[config.mk]
export PLATFORM = sky130hd
export DESIGN_NAME = sap_device_flat
export DESIGN_NICKNAME = d
export VERILOG_FILES = /design/src/sap_pkg.sv /design/src/sap_if.sv /design/src/sap_device.sv /design/src/flat_wrapper.sv
export VERILOG_INCLUDE_DIRS = /design/src
export SDC_FILE = /design/constraint.sdc
export NUM_CORES = 1
export LEC_CHECK = 0
export BUFFER_PORTS_ARGS = -buffer_cell sky130_fd_sc_hd__buf_2
export CAP_MARGIN = 20
export CORE_AREA = 2 2 181 272
export DETAILED_ROUTE_END_ITERATION = 16
export DIE_AREA = 0 0 183 274
export HOLD_SLACK_MARGIN = 0.08
export SLEW_MARGIN = 20
export SYNTH_ARGS = -nofsm -noshare
export SYNTH_HDL_FRONTEND = slang
export SYNTH_SLANG_ARGS = --single-unit
[constraint.sdc]
create_clock -name CLK -period 8.95 [get_ports CLK]
set_input_delay 0.895 -clock CLK [delete_from_list [all_inputs] [get_ports CLK]]
set_output_delay 0.895 -clock CLK [all_outputs]
set_load 0.02 [all_outputs]
[src/sap_regs.svh]
`ifndef SAP_REGS_SVH
`define SAP_REGS_SVH

`define SAP_CTRL_ADDR 8'h02
`define SAP_WLEN_ADDR 8'h03
`define SAP_STAT_ADDR 8'h04
`define SAP_MASK_ADDR 8'h05
`define SAP_STATE_ADDR 8'h06

`define SAP_CTRL_FMT_LSB 0
`define SAP_CTRL_DS_BIT 2
`define SAP_CTRL_PWR_BIT 3
`define SAP_CTRL_BYPASS_BIT 7

`define SAP_STAT_PAIR_BIT 0
`define SAP_STAT_RATIO_BIT 1
`define SAP_STAT_DC_BIT 2

`define SAP_CTRL_RESET 8'h00
`define SAP_WLEN_RESET 5'h18
`define SAP_MASK_RESET 3'h0

`define SAP_BCLK_HALF_DIV 8'h04

`endif

[src/sap_pkg.sv]
package sap_pkg;
  typedef enum logic [1:0] {
    SAP_FMT_I2S,
    SAP_FMT_LEFT_JUST,
    SAP_FMT_RIGHT_JUST,
    SAP_FMT_RSVD
  } sap_fmt_e;
  typedef logic signed [23:0] sap_sample_t;
endpackage

[src/sap_if.sv]
`timescale 1ns/1ns
`default_nettype none
interface sap_if;
  logic bit_clock;
  logic channel_frame_select;
  logic serial_data;
  modport source (
    output bit_clock,
    output channel_frame_select,
    output serial_data
  );
  modport device (
    input bit_clock,
    input channel_frame_select,
    input serial_data
  );
endinterface
`default_nettype wire

[src/sap_device.sv]
// Our own choices: strobed register access and the register offsets.
`timescale 1ns/1ns
`default_nettype none
`include "sap_regs.svh"
// Operation
// - pin mode: i2s only, 32/48/64 fs
// - register mode adds left and right justified
// - double speed only under register control
// - source supplies 32/48/64 fs bit clock
// - i2s: select low left, high right
// - i2s: data starts one bit after select
// - two's complement, msb first, rising capture
// - justified formats: select high left, low right
// - left justified: msb with select edge
// - left justified: 16-24 bits, trailing zeros
// - right justified 24-bit: msb eight bits late
// - right justified: lsb just before select edge
// - right justified: leading positions zero filled
// - dc filter at front, forced in pin mode
// - ctrl bit 7 bypasses the dc filter
// - output dc: power stage off, latched fault
module sap_device #(
  parameter int HPF_SHIFT = 10
) (
  input wire logic CLK,
  input wire logic RESET_N,
  sap_if.device LINK,
  input wire logic HW_MODE,
  input wire logic SHUTDOWN_N,
  input wire logic DC_DETECT,
  input wire logic [7:0] ADDR,
  input wire logic [7:0] WDATA,
  input wire logic WR,
  input wire logic RD,
  output logic [7:0] RDATA,
  output logic [23:0] LEFT,
  output logic [23:0] RIGHT,
  output logic SAMPLE_VALID,
  output logic IRQ,
  output logic POWER_STAGE_EN,
  output logic DC_OUTPUT_ERROR
);
  localparam int NP = 6;
  localparam int AW = 24 + HPF_SHIFT;

  logic [NP-1:0] s1, s2, s3, f;
  logic [7:0] ctrl;
  logic [4:0] wlen;
  logic [2:0] stat;
  logic [2:0] mask;
  logic fs_prev, sel_prev, started, have_left, go, fault;
  logic [31:0] sh;
  logic [5:0] cnt;
  logic [23:0] left_word;
  sap_pkg::sap_sample_t xin [2];
  logic signed [AW-1:0] acc [2];
  wire logic [23:0] yout [2];

  wire logic [NP-1:0] pins = {HW_MODE, SHUTDOWN_N, DC_DETECT, LINK.serial_data,
                              LINK.channel_frame_select, LINK.bit_clock};
  wire logic hw = f[5];
  wire logic sd_n = f[4];
  wire logic dc_in = f[3];
  // capture on the filtered rising edge of the bit clock
  wire logic bclk_rise = ~f[0] & s2[0] & s3[0];
  wire logic fs_in = s3[1];
  wire logic sdata_in = s3[2];

  // pin mode forces i2s; the spare code also falls back to i2s
  wire sap_pkg::sap_fmt_e ctrl_fmt = sap_pkg::sap_fmt_e'(ctrl[`SAP_CTRL_FMT_LSB +: 2]);
  wire sap_pkg::sap_fmt_e fmt = (hw || ctrl_fmt == sap_pkg::SAP_FMT_RSVD) ?
                                sap_pkg::SAP_FMT_I2S : ctrl_fmt;
  wire logic is_i2s = (fmt == sap_pkg::SAP_FMT_I2S);
  // double speed only under register control
  wire logic ds = ~hw & ctrl[`SAP_CTRL_DS_BIT];
  // bypass only possible under register control
  wire logic bypass = ~hw & ctrl[`SAP_CTRL_BYPASS_BIT];
  wire logic amp_req = sd_n & (hw | ctrl[`SAP_CTRL_PWR_BIT]);

  // i2s select delayed one bit, justified taken as is
  wire logic sel = is_i2s ? fs_prev : fs_in;
  wire logic boundary = bclk_rise && (sel != sel_prev);
  wire logic left_done = is_i2s ? ~sel_prev : sel_prev;
  wire logic [31:0] aligned = sh << (6'd32 - cnt);
  // trailing positions past the word length forced to zero
  wire logic [23:0] trail_mask = ~(24'hffffff >> wlen);
  // word from the last bits, leading zero
  wire logic [23:0] lead_mask = ~(24'hffffff << wlen);
  wire logic [23:0] word = (fmt == sap_pkg::SAP_FMT_RIGHT_JUST) ? (sh[23:0] & lead_mask) :
                           (fmt == sap_pkg::SAP_FMT_LEFT_JUST) ? (aligned[31:8] & trail_mask) :
                           aligned[31:8];
  // slots must be 16, 24 or 32 bits
  wire logic ratio_ok = (cnt == 6'd16) || (cnt == 6'd24) || (cnt == 6'd32);
  wire logic slot_end = boundary && started;
  wire logic pair_end = slot_end && !left_done && have_left;
  wire logic ratio_err = slot_end && !ratio_ok;
  wire logic dc_event = dc_in && amp_req && !fault;
  wire logic [2:0] events = {dc_event, ratio_err, go};

  wire logic wr_ctrl = WR && (ADDR == `SAP_CTRL_ADDR);
  wire logic wr_wlen = WR && (ADDR == `SAP_WLEN_ADDR);
  wire logic wr_stat = WR && (ADDR == `SAP_STAT_ADDR);
  wire logic wr_mask = WR && (ADDR == `SAP_MASK_ADDR);
  wire logic [7:0] state_view = {2'h0, fault, POWER_STAGE_EN, ds, bypass, hw, is_i2s};
  wire logic [7:0] rd_val = (ADDR == `SAP_CTRL_ADDR) ? ctrl :
                            (ADDR == `SAP_WLEN_ADDR) ? {3'h0, wlen} :
                            (ADDR == `SAP_STAT_ADDR) ? {5'h00, stat} :
                            (ADDR == `SAP_MASK_ADDR) ? {5'h00, mask} :
                            (ADDR == `SAP_STATE_ADDR) ? state_view : 8'h00;
  wire logic [4:0] wlen_in = (WDATA[4:0] < 5'd16) ? 5'd16 :
                             (WDATA[4:0] > 5'd24) ? 5'd24 : WDATA[4:0];

  // one-pole dc tracker per channel; corner follows the speed mode
  for (genvar c = 0; c < 2; c++) begin : g_hpf
    wire logic signed [AW-1:0] dcv = acc[c] >>> (ds ? HPF_SHIFT - 1 : HPF_SHIFT);
    wire logic signed [24:0] diff = 25'(xin[c]) - 25'(dcv);
    wire logic [23:0] sat = (diff[24] != diff[23]) ? {diff[24], {23{~diff[24]}}} : diff[23:0];
    // bypass passes the padded word untouched
    assign yout[c] = bypass ? xin[c] : sat;
    always_ff @(posedge CLK or negedge RESET_N) begin
      if (!RESET_N) begin
        acc[c] <= '0;
      end else if (go) begin
        acc[c] <= acc[c] + AW'(xin[c]) - dcv;
      end
    end
  end

  // first stage feeds only the second; decisions use the later two
  always_ff @(posedge CLK or negedge RESET_N) begin
    if (!RESET_N) begin
      s1 <= '0;
      s2 <= '0;
      s3 <= '0;
      f <= '0;
    end else begin
      s1 <= pins;
      s2 <= s1;
      s3 <= s2;
      f <= (~(s2 ^ s3) & s3) | ((s2 ^ s3) & f);
    end
  end

  always_ff @(posedge CLK or negedge RESET_N) begin
    if (!RESET_N) begin
      fs_prev <= 1'b0;
      sel_prev <= 1'b0;
      sh <= 32'h00000000;
      cnt <= 6'h00;
      started <= 1'b0;
    end else if (bclk_rise) begin
      fs_prev <= fs_in;
      sel_prev <= sel;
      sh <= {sh[30:0], sdata_in};
      cnt <= boundary ? 6'h01 : ((cnt == 6'h3f) ? cnt : cnt + 6'h01);
      started <= started | boundary;
    end
  end

  // pair a left slot with the right one after it
  always_ff @(posedge CLK or negedge RESET_N) begin
    if (!RESET_N) begin
      left_word <= 24'h000000;
      have_left <= 1'b0;
      go <= 1'b0;
      xin[0] <= '0;
      xin[1] <= '0;
    end else begin
      go <= pair_end;
      if (slot_end && left_done) begin
        left_word <= word;
        have_left <= 1'b1;
      end else if (pair_end) begin
        xin[0] <= left_word;
        xin[1] <= word;
        have_left <= 1'b0;
      end
    end
  end

  // one strobe, data held until the next pair
  always_ff @(posedge CLK or negedge RESET_N) begin
    if (!RESET_N) begin
      LEFT <= 24'h000000;
      RIGHT <= 24'h000000;
      SAMPLE_VALID <= 1'b0;
    end else begin
      SAMPLE_VALID <= go;
      if (go) begin
        LEFT <= yout[0];
        RIGHT <= yout[1];
      end
    end
  end

  // latch until shutdown or, in register mode, a cleared power bit; power off while latched
  always_ff @(posedge CLK or negedge RESET_N) begin
    if (!RESET_N) begin
      fault <= 1'b0;
      POWER_STAGE_EN <= 1'b0;
    end else begin
      fault <= dc_event | (fault & amp_req);
      POWER_STAGE_EN <= amp_req & ~fault & ~dc_event;
    end
  end
  assign DC_OUTPUT_ERROR = fault;

  // status set wins over write-one-to-clear
  always_ff @(posedge CLK or negedge RESET_N) begin
    if (!RESET_N) begin
      ctrl <= `SAP_CTRL_RESET;
      wlen <= `SAP_WLEN_RESET;
      mask <= `SAP_MASK_RESET;
      stat <= 3'h0;
      RDATA <= 8'h00;
      IRQ <= 1'b0;
    end else begin
      if (wr_ctrl) begin
        ctrl <= WDATA;
      end
      if (wr_wlen) begin
        wlen <= wlen_in;
      end
      if (wr_mask) begin
        mask <= WDATA[2:0];
      end
      stat <= (stat & ~(wr_stat ? WDATA[2:0] : 3'h0)) | events;
      RDATA <= RD ? rd_val : 8'h00;
      IRQ <= |(stat & mask);
    end
  end
endmodule
`default_nettype wire

[src/flat_wrapper.sv]
// flat-port wrapper written by rule: the top's interface ports become plain ports
module sap_device_flat 
#(
  parameter int HPF_SHIFT = 10
)
  (CLK, RESET_N, HW_MODE, SHUTDOWN_N, DC_DETECT, ADDR, WDATA, WR, RD, RDATA, LEFT, RIGHT, SAMPLE_VALID, IRQ, POWER_STAGE_EN, DC_OUTPUT_ERROR, LINK_bit_clock, LINK_channel_frame_select, LINK_serial_data);
  sap_if LINK_i ();
  input wire logic CLK;
  input wire logic RESET_N;
  input wire logic HW_MODE;
  input wire logic SHUTDOWN_N;
  input wire logic DC_DETECT;
  input wire logic [7:0] ADDR;
  input wire logic [7:0] WDATA;
  input wire logic WR;
  input wire logic RD;
  output logic [7:0] RDATA;
  output logic [23:0] LEFT;
  output logic [23:0] RIGHT;
  output logic SAMPLE_VALID;
  output logic IRQ;
  output logic POWER_STAGE_EN;
  output logic DC_OUTPUT_ERROR;
  input wire logic [$bits(LINK_i.bit_clock)-1:0] LINK_bit_clock;
  input wire logic [$bits(LINK_i.channel_frame_select)-1:0] LINK_channel_frame_select;
  input wire logic [$bits(LINK_i.serial_data)-1:0] LINK_serial_data;
  assign LINK_i.bit_clock = LINK_bit_clock;
  assign LINK_i.channel_frame_select = LINK_channel_frame_select;
  assign LINK_i.serial_data = LINK_serial_data;
  sap_device #(.HPF_SHIFT(HPF_SHIFT)) u_core (.CLK(CLK), .RESET_N(RESET_N), .LINK(LINK_i), .HW_MODE(HW_MODE), .SHUTDOWN_N(SHUTDOWN_N), .DC_DETECT(DC_DETECT), .ADDR(ADDR), .WDATA(WDATA), .WR(WR), .RD(RD), .RDATA(RDATA), .LEFT(LEFT), .RIGHT(RIGHT), .SAMPLE_VALID(SAMPLE_VALID), .IRQ(IRQ), .POWER_STAGE_EN(POWER_STAGE_EN), .DC_OUTPUT_ERROR(DC_OUTPUT_ERROR));
endmodule
==> summary.txt <==
Synth warnings: 0
number of global-route vias before repair: 17.7k
die width: 183 um
Worst Skew: 0.0149 ns
Synth Area per Inst: 9.46 um^2
Critical-path top delay cell: a2111oi_1
Root Driver: clkbuf_16
Final Hold Violating Endpoints: 0
Cell variety after synth: 82
met3 Usage GRT: 2.13%
post-synthesis cell count: 2252
Synth area leaders: dfrtp_1 33%, mux2_2 8.1%, ha_1 7.0%
CTS tree: built
met2 Track Usage GR: 46.6%
Post-synth EDFFs: 0
number of hold buffers added after cts: 0
setup violators final: 0
first-pass GRT wire length: 99100 um
CTS resizes: 0
Die ar.: 0.0501 mm^2
Clock Path Buffers: 3
post-CTS setup buffer count: 0
Syn Nets: 2462
Detailed Routing Iterations Pass 1: 6
CP Max Fanout: 55
worst-skew pair later-pin latency: 0.61 ns
Area Overhead vs Synth: 9.25%
period utilization: 66.2%
DP HPWL: 47700 um
most common cell after layout, fill and taps aside: dfrtp_1
clock slew seen by the registers of the worst setup and hold paths: 0.07 ns
ant diodes: 0
Starting Density: 44.3%
initial antenna violation count: 0
Seq/Total Area, Yosys: 33.4%
All-Layer GR Usage: 25.1%
Worst Setup Start Kind: flop
Reg2Reg Setup Slack: 3.02 ns
setup TNS: 0 ns
final hold slack: 0.299 ns
Num CTS Buffers: 31
commonest non-fill, non-tap cells in the layout: 280 x dfrtp_1, 181 x nand2_1, 173 x nor2_1, 158 x a21oi_1, 153 x mux2_2
Site Rows: 99
gp weighted congestion: 0.956
Worst EP arrival: 6.38 ns
dominant cell type by area after synthesis: dfrtp_1
number of max-cap violations: 0
Slew @ Worst Pin: 0.982 ns
Rel. slew slack: 34.6%
Die H: 274 um
CP cell instances: nor2b_4 -> buf_4 -> mux2i_1 -> fa_1 -> ha_1 -> o21ai_0 -> a2111oi_0 -> a211oi_1 -> a22oi_1 -> a2111oi_1 -> o21bai_1 -> a211oi_1 -> xor2_1 -> mux2i_1
share of flip-flops with an asynchronous set or reset: 100%
top_reg_cell synth: dfrtp_1
I/O Buffers: 85
Slew Viols, Final: 0
Avg WL per Cell: 21.5 um
# DRC: 0
maximum operating frequency: 169 MHz
RSZ-0062 raised after global routing: false
Worst Setup End Kind: flop
FF+latch count, synth: 284
GRT busiest layer: met2
Final Core Density: 48.4%
crit path time final: 5.93 ns
# nets final: 2492
gr ovfl total: 0
status: completed
Crit Path Class: reg -> reg
Iter 0 DRT Violations: 1149
clock sink total: 284
final wirelength: 62500 um
Routed Antenna Nets: 0
Vias: 17.5k
total I/O pin count: 86
DR vias/cell: 6.00
Critical Path RT: 9.40 ns
Synth top area share: 33.1%
routing usage on met1: 29.4%
Worst path max stage delay: 0.73 ns
layout cell share with drive strength beyond 1: 15.8%
largest net degree at the start of global routing: 89
H-Tree Depth: 1
synthesized area: 0.0213 mm^2
Hold Path Class: in -> async
core area: 0.0481 mm^2
-- synth_stat cells (45+ instances only) --
| library cell | instances |
|---|---|
| dfrtp_1 | 282 |
| nand2_1 | 181 |
| nor2_1 | 173 |
| a21oi_1 | 158 |
| mux2_2 | 153 |
| o21ai_0 | 149 |
| ha_1 | 120 |
| inv_1 | 103 |
| clkbuf_1 | 85 |
| mux2i_1 | 75 |
| xnor2_1 | 65 |
| fa_1 | 64 |
| a21o_1 | 45 |
-- critical path, delay by kind of cell, from the launching register on --
kind                       cells  cell delay [ns]
xor gates and xnor gates       1             0.17
and+or+nand+nor                1             0.68
adders and majority gates      2             0.82
DFF                            1             0.54
AOI/OAI and AO/OA              7             2.33
muxes                          2             0.46
buffers and inverters          1             0.66
-- sequential cells by signal, summed over array words and instances (netlist names), 8 cells and up, named ones only --
| signal | flops |
|---|---|
| u_core.ctrl | 8 |
| u_core.sh | 32 |
| u_core.LEFT | 24 |
| u_core.RDATA | 8 |
| u_core.xin | 48 |
| u_core.left_word | 24 |
| u_core.acc | 68 |
| u_core.RIGHT | 24 |
-- logic make-up (layout without fill, tap and decap cells) --
| group | count (synthesis) | after routing | synth area share (%) |
|---|---|---|---|
| fa+ha+maj | 188 | 188 | 13.2 |
| xor+xnor | 108 | 108 | 4.44 |
| compound gates | 610 | 610 | 18.7 |
| buf+inv | 211 | 264 | 3.87 |
| flops | 284 | 284 | 33.4 |
| simple gates | 614 | 614 | 13.8 |
| mux | 237 | 237 | 12.6 |
-- routing by layer --
layer	share of wire [%]	vias to the layer above
met5	0	-
met4	4.4	0
met3	3.2	141
met2	53	422
met1	40	8659
li1	-	8235
-- area by class of cell --
cell class                 instances  area [um^2]
clock inverter                    20          218
timing repair buffer             105          589
fill                            4518        24800
clock buffer                      36          815
multi-input combinational       1757        13400
tap                              606          758
inverter                         103          387
sequential                       284         7110
-- final timing paths --
check	startpoint	end	cells past startpoint
max reg2reg	flop	u_core.acc[32]	14
max	flop	u_core.acc[32]	14
min in group CLK	u_core.s1[4]	u_core.s2[4]	0
max in group asynchronous	RESET_N	u_core.acc[13]	3
min reg2reg	u_core.s1[4]	u_core.s2[4]	0
min	RESET_N	u_core.s3[3]	1
-- metrics by stage --
step	cells	instance area, um^2	setup WS [ns]
2_1_floorplan	2252	21300	4.22
3_3_place_gp	2855	22200	3.05
3_5_place_dp	2855	22200	3.09
4_1_cts	2911	23300	3.06
5_1_grt	2911	23300	2.57
6_report	2911	23300	3.02
Power is not shown: default switching activity piles up to over one toggle a cycle in this logic, so the estimate is an artifact.
